[src/pmr_defines.svh]
`ifndef PMR_DEFINES_SVH
`define PMR_DEFINES_SVH

// register byte offsets
`define PMR_ADDR_CORE_VSEL 8'h00
`define PMR_ADDR_SIM_LEVEL 8'h04
`define PMR_ADDR_SERIAL_BYTE 8'h08
`define PMR_ADDR_CTRL 8'h0C
`define PMR_ADDR_STATUS 8'h10

// core_rail code: 0.700V + 25mV per step, 1.300V after reset
`define PMR_CORE_VSEL_W 5
`define PMR_CORE_VSEL_RST 5'h18
`define PMR_SIM_LEVEL_RST 2'h0
`define PMR_CTRL_RST 1'h0

// serial byte and ctrl register fields
`define PMR_SER_SIM_SEL_BIT 5
`define PMR_CTRL_COMBINED_BIT 0

// status bit positions
`define PMR_STAT_RESET_ACTIVE 0
`define PMR_STAT_SERIAL_ACTIVE 1
`define PMR_STAT_DEVICE_ON 2
`define PMR_STAT_KEEP_FROM_IO 3
`define PMR_STAT_DEAD_BATT 4
`define PMR_STAT_LOW_BATT 5
`define PMR_STAT_BACKUP_OK 6
`define PMR_STAT_VIN_OK 7

// timing
`define PMR_CLK_PERIOD_NS 5
`define PMR_RST_DELAY_NS 65000000

`endif

[src/pmr_pkg.sv]
package pmr_pkg;

    // reset release timer states
    typedef enum logic [2:0] {
        PMR_TMR_HOLD = 3'b001,
        PMR_TMR_DELAY = 3'b010,
        PMR_TMR_DONE = 3'b100
    } pmr_tmr_state_t;

    // sim_rail levels: 0V, 1.8V, 2.5V, 3.0V
    typedef enum logic [1:0] {
        PMR_SIM_0V0 = 2'h0,
        PMR_SIM_1V8 = 2'h1,
        PMR_SIM_2V5 = 2'h2,
        PMR_SIM_3V0 = 2'h3
    } pmr_sim_level_t;

endpackage

[src/pmr_top.sv]
`timescale 1ns/1ps
`include "pmr_defines.svh"
// Functional notes
// - core_rail code 0.7V to 1.475V, 25mV steps
// - core_rail code is 1.3V after reset
// - forced pwm select chooses pwm or skip
// - separate variant: pll_ldo_enable drives pll_rail
// - separate variant: sram_ldo_enable drives sram_rail
// - combined variant: one enable drives both rails
// - sim_rail level one of four values
// - sim_rail level is 0V at power-up
// - sim_ldo_enable drives sim_rail
// - keepalive from io_rail, else backup battery
// - undervoltage lockout disables device, ignores enable inputs and core, sim and serial byte writes
// - written settings survive while supply adequate
// - reset low on manual reset or keepalive low
// - 65ms release delay when input above 2.4V; none if the reset condition ends in the input's first cycle above it
// - unpowered timer releases reset immediately
// - manual reset holds reset, restores core code
// - reset watches keepalive rail only
// - reset pin floats without backup battery
// - dead battery flag at dead threshold
// - low battery flag at low threshold
// - battery flags float without backup battery
// - sleep select steers enables to sleep regulators
// - serial byte bit5 selects core or sim
// - core, sim and serial byte writes only when enabled, above lockout; variant select written any time
module pmr_top import pmr_pkg::*; #(
    parameter int unsigned RST_DELAY_CYC = `PMR_RST_DELAY_NS / `PMR_CLK_PERIOD_NS
) (
    input wire logic hclk,
    input wire logic hresetn,
    input wire logic hsel,
    input wire logic [31:0] haddr,
    input wire logic [1:0] htrans,
    input wire logic hwrite,
    input wire logic [2:0] hsize,
    input wire logic [31:0] hwdata,
    input wire logic hready,
    output logic [31:0] hrdata,
    output logic hreadyout,
    output logic hresp,
    input wire logic manual_reset_n,
    input wire logic io_converter_enable,
    input wire logic memory_rail_enable,
    input wire logic pll_ldo_enable,
    input wire logic sram_ldo_enable,
    input wire logic pll_sram_ldo_enable,
    input wire logic sim_ldo_enable,
    input wire logic core_forced_pwm_sel,
    input wire logic sleep_select_n,
    input wire logic vin_above_uvlo,
    input wire logic vin_above_2v4,
    input wire logic keepalive_above_2v3,
    input wire logic keepalive_above_2v425,
    input wire logic io_rail_in_reg,
    input wire logic backup_powered,
    input wire logic dead_batt_cmp,
    input wire logic low_batt_cmp,
    output logic [4:0] core_vsel,
    output logic core_pwm_forced,
    output logic pll_rail_on,
    output logic sram_rail_on,
    output logic sim_rail_on,
    output logic [1:0] sim_level,
    output logic io_converter_on,
    output logic io_sleep_ldo_on,
    output logic mem_converter_on,
    output logic mem_sleep_ldo_on,
    output logic keepalive_from_io,
    output logic keepalive_from_backup,
    output logic device_enabled,
    output logic serial_active,
    output logic reset_out_n_o,
    output logic reset_out_n_oe,
    output logic dead_batt_flag_n_o,
    output logic dead_batt_flag_n_oe,
    output logic low_batt_flag_n_o,
    output logic low_batt_flag_n_oe
);

    localparam int unsigned SYN_W = 17;

    logic [SYN_W-1:0] pin_raw;
    logic [SYN_W-1:0] pin_s;
    logic mr_n_s, io_en_s, mem_en_s, pll_en_s, sram_en_s, pll_sram_en_s, sim_en_s;
    logic pwm_sel_s, sleep_n_s, vin_ok_s, vin_2v4_s, ka_2v3_s, ka_2v425_s;
    logic io_reg_s, backup_battery_in_s, dead_s, low_s;

    // every pin is asynchronous to hclk
    assign pin_raw = {low_batt_cmp, dead_batt_cmp, backup_powered, io_rail_in_reg,
                      keepalive_above_2v425, keepalive_above_2v3, vin_above_2v4,
                      vin_above_uvlo, sleep_select_n, core_forced_pwm_sel, sim_ldo_enable,
                      pll_sram_ldo_enable, sram_ldo_enable, pll_ldo_enable,
                      memory_rail_enable, io_converter_enable, manual_reset_n};

    pmr_sync #(
        .W(SYN_W)
    ) u_sync (
        .hclk(hclk),
        .hresetn(hresetn),
        .async_in(pin_raw),
        .sync_out(pin_s)
    );

    assign {low_s, dead_s, backup_battery_in_s, io_reg_s, ka_2v425_s, ka_2v3_s, vin_2v4_s, vin_ok_s,
            sleep_n_s, pwm_sel_s, sim_en_s, pll_sram_en_s, sram_en_s, pll_en_s,
            mem_en_s, io_en_s, mr_n_s} = pin_s;

    // registers
    logic [4:0] core_vsel_r;
    logic [1:0] sim_level_r;
    logic [7:0] serial_byte_r;
    logic combined_r;
    logic hreadyout_r, hresp_r;
    logic [31:0] hrdata_r;
    logic wr_pend_r;
    logic [7:0] wr_addr_r;
    logic dev_on_r, serial_r;
    logic pll_r, sram_r, sim_r, pwm_r;
    logic io_conv_r, io_ldo_r, mem_conv_r, mem_ldo_r, ka_io_r, ka_bk_r;
    logic rso_oe_r, dbo_oe_r, lbo_oe_r;
    logic vin_2v4_d_r;

    logic addr_ok, rd_req, wr_now, any_en, rst_hold, timer_pwr, released;
    logic wr_core, wr_sim, wr_ser;
    logic [31:0] rd_mux;
    logic [31:0] status_w;

    // bus address phase, whole-word writes only
    assign addr_ok = hsel && htrans[1] && hready;
    assign rd_req = addr_ok && !hwrite;
    assign wr_now = wr_pend_r && serial_r;
    assign wr_core = wr_now && wr_addr_r == `PMR_ADDR_CORE_VSEL;
    assign wr_sim = wr_now && wr_addr_r == `PMR_ADDR_SIM_LEVEL;
    assign wr_ser = wr_now && wr_addr_r == `PMR_ADDR_SERIAL_BYTE;

    // any regulator enable asserted
    assign any_en = io_en_s || mem_en_s || pll_en_s || sram_en_s || pll_sram_en_s || sim_en_s;

    always_ff @(posedge hclk or negedge hresetn) begin
        if (!hresetn) begin
            wr_pend_r <= 1'b0;
            wr_addr_r <= 8'h00;
        end else begin
            wr_pend_r <= addr_ok && hwrite && hsize == 3'h2;
            wr_addr_r <= haddr[7:0];
        end
    end

    // zero wait states, always OKAY
    always_ff @(posedge hclk or negedge hresetn) begin
        if (!hresetn) begin
            hreadyout_r <= 1'b0;
            hresp_r <= 1'b0;
        end else begin
            hreadyout_r <= 1'b1;
            hresp_r <= 1'b0;
        end
    end

    assign status_w = {24'h000000, vin_ok_s, backup_battery_in_s, low_s, dead_s, ka_io_r,
                       dev_on_r, serial_r, !released};

    always_comb begin
        unique case (haddr[7:0])
            `PMR_ADDR_CORE_VSEL: rd_mux = {27'h0000000, core_vsel_r};
            `PMR_ADDR_SIM_LEVEL: rd_mux = {30'h00000000, sim_level_r};
            `PMR_ADDR_SERIAL_BYTE: rd_mux = {24'h000000, serial_byte_r};
            `PMR_ADDR_CTRL: rd_mux = {31'h00000000, combined_r};
            `PMR_ADDR_STATUS: rd_mux = status_w;
            default: rd_mux = 32'h00000000; // unmapped reads zero
        endcase
    end

    // read data captured at the address phase, held through the data phase
    always_ff @(posedge hclk or negedge hresetn) begin
        if (!hresetn) begin
            hrdata_r <= 32'h00000000;
        end else if (rd_req) begin
            hrdata_r <= rd_mux;
        end
    end

    // core code: any 5-bit value legal; manual reset wins over a write
    always_ff @(posedge hclk or negedge hresetn) begin
        if (!hresetn) begin
            core_vsel_r <= `PMR_CORE_VSEL_RST;
        end else if (!mr_n_s) begin
            core_vsel_r <= `PMR_CORE_VSEL_RST;
        end else if (wr_core) begin
            core_vsel_r <= hwdata[4:0];
        end else if (wr_ser && !hwdata[`PMR_SER_SIM_SEL_BIT]) begin
            core_vsel_r <= hwdata[4:0];
        end
    end

    // sim level; undervoltage lockout does not clear it
    always_ff @(posedge hclk or negedge hresetn) begin
        if (!hresetn) begin
            sim_level_r <= `PMR_SIM_LEVEL_RST;
        end else if (wr_sim) begin
            sim_level_r <= hwdata[1:0];
        end else if (wr_ser && hwdata[`PMR_SER_SIM_SEL_BIT]) begin
            sim_level_r <= hwdata[1:0];
        end
    end

    // last serial byte kept for readback
    always_ff @(posedge hclk or negedge hresetn) begin
        if (!hresetn) begin
            serial_byte_r <= 8'h00;
        end else if (wr_ser) begin
            serial_byte_r <= hwdata[7:0];
        end
    end

    // variant select; written any time so a fresh chip can be configured
    always_ff @(posedge hclk or negedge hresetn) begin
        if (!hresetn) begin
            combined_r <= `PMR_CTRL_RST;
        end else if (wr_pend_r && wr_addr_r == `PMR_ADDR_CTRL) begin
            combined_r <= hwdata[`PMR_CTRL_COMBINED_BIT];
        end
    end

    // lockout and serial gate
    always_ff @(posedge hclk or negedge hresetn) begin
        if (!hresetn) begin
            dev_on_r <= 1'b0;
            serial_r <= 1'b0;
        end else begin
            dev_on_r <= vin_ok_s;
            serial_r <= vin_ok_s && any_en;
        end
    end

    // regulator enables; lockout forces everything off and ignores pins
    always_ff @(posedge hclk or negedge hresetn) begin
        if (!hresetn) begin
            pll_r <= 1'b0;
            sram_r <= 1'b0;
            sim_r <= 1'b0;
            pwm_r <= 1'b0;
        end else begin
            pll_r <= vin_ok_s && (combined_r ? pll_sram_en_s : pll_en_s);
            sram_r <= vin_ok_s && (combined_r ? pll_sram_en_s : sram_en_s);
            sim_r <= vin_ok_s && sim_en_s;
            pwm_r <= vin_ok_s && pwm_sel_s;
        end
    end

    // sleep select steers io and memory enables
    always_ff @(posedge hclk or negedge hresetn) begin
        if (!hresetn) begin
            io_conv_r <= 1'b0;
            io_ldo_r <= 1'b0;
            mem_conv_r <= 1'b0;
            mem_ldo_r <= 1'b0;
        end else begin
            io_conv_r <= vin_ok_s && io_en_s && sleep_n_s;
            io_ldo_r <= vin_ok_s && io_en_s && !sleep_n_s;
            mem_conv_r <= vin_ok_s && mem_en_s && sleep_n_s;
            mem_ldo_r <= vin_ok_s && mem_en_s && !sleep_n_s;
        end
    end

    // keepalive source; the two switches never close together
    always_ff @(posedge hclk or negedge hresetn) begin
        if (!hresetn) begin
            ka_io_r <= 1'b0;
            ka_bk_r <= 1'b1;
        end else begin
            ka_io_r <= vin_ok_s && io_en_s && io_reg_s;
            ka_bk_r <= !(vin_ok_s && io_en_s && io_reg_s);
        end
    end

    // reset decision looks at keepalive only, never other rails
    assign rst_hold = !mr_n_s || !ka_2v425_s || !ka_2v3_s;
    // timer is dead while the input is below 2.4V, or in the first cycle that the input is above it
    assign timer_pwr = vin_2v4_s && vin_2v4_d_r;

    always_ff @(posedge hclk or negedge hresetn) begin
        if (!hresetn) begin
            vin_2v4_d_r <= 1'b0;
        end else begin
            vin_2v4_d_r <= vin_2v4_s;
        end
    end

    pmr_rst_timer #(
        .DELAY_CYC(RST_DELAY_CYC)
    ) u_timer (
        .hclk(hclk),
        .hresetn(hresetn),
        .hold(rst_hold),
        .timer_powered(timer_pwr),
        .released(released)
    );

    // open-drain pins: drive low only while backup battery is powered
    always_ff @(posedge hclk or negedge hresetn) begin
        if (!hresetn) begin
            rso_oe_r <= 1'b0;
            dbo_oe_r <= 1'b0;
            lbo_oe_r <= 1'b0;
        end else begin
            rso_oe_r <= backup_battery_in_s && !released;
            dbo_oe_r <= backup_battery_in_s && dead_s;
            lbo_oe_r <= backup_battery_in_s && low_s;
        end
    end

    assign hrdata = hrdata_r;
    assign hreadyout = hreadyout_r;
    assign hresp = hresp_r;
    assign core_vsel = core_vsel_r;
    assign core_pwm_forced = pwm_r;
    assign pll_rail_on = pll_r;
    assign sram_rail_on = sram_r;
    assign sim_rail_on = sim_r;
    assign sim_level = sim_level_r;
    assign io_converter_on = io_conv_r;
    assign io_sleep_ldo_on = io_ldo_r;
    assign mem_converter_on = mem_conv_r;
    assign mem_sleep_ldo_on = mem_ldo_r;
    assign keepalive_from_io = ka_io_r;
    assign keepalive_from_backup = ka_bk_r;
    assign device_enabled = dev_on_r;
    assign serial_active = serial_r;
    // open-drain data is a constant low
    assign reset_out_n_o = 1'b0;
    assign dead_batt_flag_n_o = 1'b0;
    assign low_batt_flag_n_o = 1'b0;
    assign reset_out_n_oe = rso_oe_r;
    assign dead_batt_flag_n_oe = dbo_oe_r;
    assign low_batt_flag_n_oe = lbo_oe_r;

    AST_MR_RESTORES_CORE: assert property (@(posedge hclk) disable iff (!hresetn)
        !mr_n_s |=> core_vsel_r == `PMR_CORE_VSEL_RST)
        else $error("manual reset did not restore core code");
    AST_SERIAL_CORE: assert property (@(posedge hclk) disable iff (!hresetn)
        (wr_ser && mr_n_s && !hwdata[5]) |=> core_vsel_r == $past(hwdata[4:0]))
        else $error("serial byte did not program core code");
    AST_SIM_ONLY_BY_WRITE: assert property (@(posedge hclk) disable iff (!hresetn)
        $changed(sim_level_r) |-> $past(wr_sim || (wr_ser && hwdata[5])))
        else $error("sim level changed without a write");
    AST_NO_WRITE_WHEN_IDLE: assert property (@(posedge hclk) disable iff (!hresetn)
        (wr_pend_r && !serial_r && mr_n_s) |=> $stable(core_vsel_r) && $stable(sim_level_r))
        else $error("setting changed while serial interface off");
    AST_LOCKOUT_OFF: assert property (@(posedge hclk) disable iff (!hresetn)
        !vin_ok_s |=> !pll_r && !sram_r && !sim_r && !io_conv_r && !io_ldo_r && !dev_on_r)
        else $error("rail enabled during lockout");
    AST_COMBINED: assert property (@(posedge hclk) disable iff (!hresetn)
        (combined_r && vin_ok_s) |=> pll_r == $past(pll_sram_en_s) && sram_r == pll_r)
        else $error("combined enable not followed by both rails");
    AST_SEPARATE: assert property (@(posedge hclk) disable iff (!hresetn)
        (!combined_r && vin_ok_s) |=> pll_r == $past(pll_en_s) && sram_r == $past(sram_en_s))
        else $error("separate enables not followed");
    AST_SLEEP_STEER: assert property (@(posedge hclk) disable iff (!hresetn)
        (vin_ok_s && io_en_s && !sleep_n_s) |=> io_ldo_r && !io_conv_r)
        else $error("sleep select did not pick sleep regulator");
    AST_KEEPALIVE_SRC: assert property (@(posedge hclk) disable iff (!hresetn)
        ##1 ka_io_r != ka_bk_r)
        else $error("keepalive switches not exclusive");
    AST_RESET_HOLD: assert property (@(posedge hclk) disable iff (!hresetn)
        (rst_hold && backup_battery_in_s) ##1 backup_battery_in_s |=> rso_oe_r)
        else $error("reset not driven during reset condition");
    AST_RESET_IMMEDIATE: assert property (@(posedge hclk) disable iff (!hresetn)
        ($fell(rst_hold) && !timer_pwr && backup_battery_in_s) ##1 (!rst_hold && backup_battery_in_s) |=> !rso_oe_r)
        else $error("unpowered timer did not release at once");
    AST_RESET_FLOAT: assert property (@(posedge hclk) disable iff (!hresetn)
        !backup_battery_in_s |=> !rso_oe_r && !dbo_oe_r && !lbo_oe_r)
        else $error("open-drain pin driven without backup battery");
    AST_DEAD_FLAG: assert property (@(posedge hclk) disable iff (!hresetn)
        (backup_battery_in_s && dead_s) |=> dbo_oe_r)
        else $error("dead battery flag missing");
    AST_LOW_FLAG: assert property (@(posedge hclk) disable iff (!hresetn)
        (backup_battery_in_s && low_s) |=> lbo_oe_r)
        else $error("low battery flag missing");

    CVR_MR_PRESS: cover property (@(posedge hclk) disable iff (!hresetn) $fell(mr_n_s));
    CVR_SIM_WRITE: cover property (@(posedge hclk) disable iff (!hresetn) wr_sim);
    CVR_RELEASE: cover property (@(posedge hclk) disable iff (!hresetn) $rose(released));
    CVR_SLEEP: cover property (@(posedge hclk) disable iff (!hresetn) io_ldo_r);

endmodule

[src/pmr_sync.sv]
`timescale 1ns/1ps
module pmr_sync #(
    parameter int unsigned W = 17
) (
    input wire logic hclk,
    input wire logic hresetn,
    input wire logic [W-1:0] async_in,
    output logic [W-1:0] sync_out
);

    // two stages per bit; first stage feeds only the second
    genvar i;
    generate
        for (i = 0; i < W; i++) begin : g_bit
            logic meta_r;
            logic sync_r;
            always_ff @(posedge hclk or negedge hresetn) begin
                if (!hresetn) begin
                    meta_r <= 1'b0;
                    sync_r <= 1'b0;
                end else begin
                    meta_r <= async_in[i];
                    sync_r <= meta_r;
                end
            end
            assign sync_out[i] = sync_r;
        end
    endgenerate

endmodule

[src/pmr_rst_timer.sv]
`timescale 1ns/1ps
module pmr_rst_timer import pmr_pkg::*; #(
    parameter int unsigned DELAY_CYC = 13000000
) (
    input wire logic hclk,
    input wire logic hresetn,
    input wire logic hold,
    input wire logic timer_powered,
    output logic released
);

    localparam logic [23:0] LAST_CNT = 24'(DELAY_CYC - 1);

    pmr_tmr_state_t state_r;
    logic [23:0] cnt_r;

    // hold restarts the delay at any point; unpowered timer releases at once
    always_ff @(posedge hclk or negedge hresetn) begin
        if (!hresetn) begin
            state_r <= PMR_TMR_HOLD;
        end else begin
            unique case (state_r)
                PMR_TMR_HOLD: begin
                    if (!hold) begin
                        state_r <= timer_powered ? PMR_TMR_DELAY : PMR_TMR_DONE;
                    end
                end
                PMR_TMR_DELAY: begin
                    if (hold) begin
                        state_r <= PMR_TMR_HOLD;
                    end else if (cnt_r == LAST_CNT) begin
                        state_r <= PMR_TMR_DONE;
                    end
                end
                PMR_TMR_DONE: begin
                    if (hold) begin
                        state_r <= PMR_TMR_HOLD;
                    end
                end
            endcase
        end
    end

    // delay counter, cleared whenever not counting
    always_ff @(posedge hclk or negedge hresetn) begin
        if (!hresetn) begin
            cnt_r <= 24'h000000;
        end else if (state_r == PMR_TMR_DELAY && !hold) begin
            cnt_r <= cnt_r + 24'h000001;
        end else begin
            cnt_r <= 24'h000000;
        end
    end

    assign released = (state_r == PMR_TMR_DONE);

    AST_DELAY_EXPIRES: assert property (@(posedge hclk) disable iff (!hresetn)
        (state_r == PMR_TMR_DELAY && !hold && cnt_r == LAST_CNT) |=> released)
        else $error("release timer did not expire on its last count");
    AST_NO_EARLY_RELEASE: assert property (@(posedge hclk) disable iff (!hresetn)
        ($rose(released) && $past(state_r) == PMR_TMR_DELAY) |-> $past(cnt_r) == LAST_CNT)
        else $error("reset released before the full delay");

endmodule

[config.mk]
export PLATFORM = sky130hd
export DESIGN_NAME = pmr_top
export DESIGN_NICKNAME = d
export VERILOG_FILES = /design/src/pmr_pkg.sv /design/src/pmr_top.sv /design/src/pmr_sync.sv /design/src/pmr_rst_timer.sv
export VERILOG_INCLUDE_DIRS = /design/src
export SDC_FILE = /design/constraint.sdc
export NUM_CORES = 1
export LEC_CHECK = 0
export BUFFER_PORTS_ARGS = -buffer_cell sky130_fd_sc_hd__buf_2
export CELL_PAD_IN_SITES_DETAIL_PLACEMENT = 0
export CELL_PAD_IN_SITES_GLOBAL_PLACEMENT = 1
export CORE_MARGIN = 2
export CORE_UTILIZATION = 42
export DETAILED_ROUTE_END_ITERATION = 6
export HOLD_SLACK_MARGIN = 0.02
export PLACE_DENSITY = 0.9
export SETUP_SLACK_MARGIN = 0.05
export SYNTH_ARGS = -nofsm -noshare
export SYNTH_HDL_FRONTEND = slang
export SYNTH_SLANG_ARGS = --single-unit
[constraint.sdc]
create_clock -name hclk -period 5.8 [get_ports hclk]
set_clock_uncertainty 0.15 [all_clocks]
set_input_delay 0.58 -clock hclk [delete_from_list [all_inputs] [get_ports hclk]]
set_output_delay 0.58 -clock hclk [all_outputs]
set_load 0.01 [all_outputs]
==> results.cfg <==
[yosys]
ys_ff_latch = 111
syn-mean-instance-area_um2 = 11.8
yosys-top-cells-area = dfrtp_1 59%, buf_4 4.6%, mux2_2 2.7%, nand2_1 2.5%, dfstp_2 2.3%
sequential_fraction_of_the_synthesis_area_pct = 61.4
synth_largest_type_area_fraction_pct = 59.0
yosys_most_used_dff = dfrtp_1
yosysUniqueCellTypes = 50
post-synth-top-area-cell = dfrtp_1
synth-warning-count = 0
mappedNetlistArea_mm2 = 0.00454
synth_enable_flop_cells = 0
cells_after_synth = 385
synth-async-reset-ratio_pct = 100

[critical_path]
endpoint_kind = flop
worst_setup_path_start_kind = flop
cp.required_ns = 5.97
path_class = flop to flop
largest_fanout_on_the_critical_path = 25
arrival_ns = 2.41

[clocking]
number_of_buffers_created_by_cts = 9
clk_latency_ns = 0.36
post_cts_resized = 0
cts.sinks = 111
htree_levels = 3
clkSlewWorstSetupHoldPaths_ns = 0.11
tritoncts = built
cts-root-buf = clkbuf_8
ctsLongestPathBuffers = 2

[drt]
drc = 0
met1_length_um = 3580
drt-initial-drc-count = 183
final_antenna_net_count = 0
via_per_inst = 5.00
detailroute.wirelength.met2_um = 3850
finalWirelength_um = 7910
drt-wirelength-per-cell_um = 13.3
detailroute.via_count = 2982
maxUsedRoutingLayer = met4
firstDrtPassIters = 4
dr_wl_met3_um = 389

[grt]
antenna_found_initial = 0
global_route_wire_length_before_repair_um = 13500
first_global_vias = 2868
grt_start_max_net_pins = 84
globalRouteTotalUtil_pct = 14.6
grt_overflow_total = 0

[timing]
timing.final.setup_violations = 0
timing.final.ws_setup_ns = 3.55
grt_setup_unrepaired = false
final_max_slew_viol_count = 0
fin_setup_tns_ns = 0
max_freq_ghz = 0.445
tightest_slew_ns = 1.01
timing.final.hold_violations = 0
period_utilization_pct = 38.7
hold_ws_ns = 0.168
finalCriticalPeriod_ns = 2.25
worst_slew_margin_pct = 32.5

[placement]
hpwl_um = 5690
portBuffers = 72
place_worst_setup_slack_ns = 3.55
placed_cells = 579
gp_congestion = 0.779

[run_status]
run_status = completed

[layout]
finish.net_count = 547
number_of_diodes = 0
final_layout_size_suffix_gt1_share_pct = 25.0
finish.cell_count_without_fillers = 596
synthToLayoutAreaGrowth_pct = 12.9

[flow_run]
cap_violations = 0

[die]
core_mm2 = 0.0104
die_w_um = 108
rows = 37
dieArea_mm2 = 0.0116
floorplan.initialDensity_pct = 43.5
die_h_um = 108
ios = 150

[pwr]
leakage_nw = 2.35
ir_drop_v = 0.000203
pwr_density_cell_mw_per_mm2 = 274

[min_path]
timing.hold.worst.class = input pin to flop
-- state kept, by name, summed over array words and instances, names as in the netlist, 2 cells and up --
signal               flops
serial_byte_r            8
sim_level                2
hrdata                   8
u_sync.g_bit.meta_r     17
core_vsel                5
u_timer.state_r          3
u_timer.cnt_r           24
wr_addr_r                8
u_sync.g_bit.sync_r     17
-- worst paths after layout --
kind	from	to	slack, ns	depth (start not counted)
worst max-delay path	u_sync.g_bit[0].sync_r	u_timer.cnt_r[15]	3.55	3
min in group asynchronous	hresetn	u_sync.g_bit[6].meta_r	0.51	2
max in group asynchronous	hresetn	u_sync.g_bit[16].sync_r	3.66	3
worst min-delay path	pll_sram_ldo_enable	u_sync.g_bit[5].meta_r	0.17	1
worst max register to register	u_sync.g_bit[0].sync_r	u_timer.cnt_r[15]	3.55	3
worst min register to register	u_sync.g_bit[9].meta_r	u_sync.g_bit[9].sync_r	0.21	0
-- per-layer routing --
metal	vias to the layer above	global-route usage (%)
met5	-	0
met4	0	4.21
met3	6	2.72
met2	86	23.9
met1	1453	19.8
li1	1437	-
-- where the power goes --
part	internal (mW)	switching [mW]
Sequential	0.809	0.0350
Clock	0.169	0.270
Combinational	0.0505	0.0685
Total	1.03	0.374
-- metrics by stage --
step | power, mW | instance area (um^2) | util, %
after floorplan | 0.938 | 4640 | -
after global placement | 0.971 | 4910 | 47.1
after detailed placement | 0.978 | 4910 | 47.1
after CTS | 1.42 | 5120 | 49.2
after global routing | 1.48 | 5120 | 49.2
final | 1.40 | 5120 | 49.2
-- worst max-delay path: stages (launching register included) --
cell,delay (ns)
dfrtp_1,0.55
nand3_1,0.22
or4b_2,0.94
o21ba_2,0.34
-- cells by family (layout without fill, tap and decap cells) --
| kind of cell | Yosys count | in the layout | synth area share, % |
|---|---|---|---|
| and+or+nand+nor | 138 | 138 | 17.2 |
| DFF | 111 | 111 | 61.4 |
| muxes | 18 | 18 | 4.55 |
| xor gates and xnor gates | 11 | 11 | 2.12 |
| AOI/OAI and AO/OA | 56 | 56 | 7.97 |
| adders and majority gates | 1 | 1 | 0.276 |
| buffers and inverters | 48 | 96 | 6.40 |
| other | 2 | 29 | 0.166 |
-- cell usage after synthesis (7+ instances only) --
cell	count
o31ai_1	11
nand3_1	18
clkbuf_1	10
nand2_1	30
and2_1	7
dfrtp_1	107
a21oi_1	17
mux2_2	11
buf_4	28
nor2_1	26
o21ai_0	12
or4_1	14
-- cell usage in the layout (no fill, tap or decap), types with 2 or more instances in the layout --
| cell | netlist | final |
|---|---|---|
| clkinvlp_4 | 0 | 2 |
| inv_1 | 6 | 6 |
| o31ai_1 | 11 | 11 |
| and3b_1 | 2 | 2 |
| clkbuf_8 | 0 | 9 |
| nor2b_1 | 5 | 5 |
| nor3b_1 | 2 | 2 |
| a31o_2 | 3 | 3 |
| nor3_1 | 5 | 5 |
| mux2i_1 | 6 | 6 |
| nor4b_1 | 2 | 2 |
| nand3_1 | 18 | 18 |
| a21boi_0 | 2 | 2 |
| buf_2 | 4 | 71 |
| nand4bb_1 | 3 | 3 |
| and4_1 | 3 | 3 |
| mux2_2 | 11 | 11 |
| conb_1 | 2 | 29 |
| a21oi_1 | 17 | 17 |
| and3_1 | 6 | 6 |
| nand2_1 | 30 | 30 |
| and2_1 | 7 | 7 |
| nand4_1 | 5 | 5 |
| xnor2_1 | 5 | 5 |
| nor2_1 | 26 | 26 |
| or2_2 | 2 | 2 |
| xor2_1 | 6 | 6 |
| clkinv_8 | 0 | 2 |
| buf_4 | 28 | 2 |
| dfrtp_1 | 107 | 107 |
| dfstp_2 | 4 | 4 |
| o21ai_0 | 12 | 12 |
| or4_1 | 14 | 14 |
| a22oi_1 | 3 | 3 |
-- layout make-up --
cell class	count	area [um^2]
Multi-Input combinational cell	253	1560
Fill cell	969	5300
Timing Repair Buffer	74	380
Tap cell	136	170
Sequential cell	111	2780
Clock buffer	9	124
Clock inverter	7	76.3
Inverter	6	22.5
-- what timing repair did --
action                     in CTS  in global routing
hold buffers                    1                  0
hold endpoints to repair       28                  0
setup buffers                   0                  0
setup endpoints to repair       0                  0
Note: power is estimated with default switching activity, not from simulation.
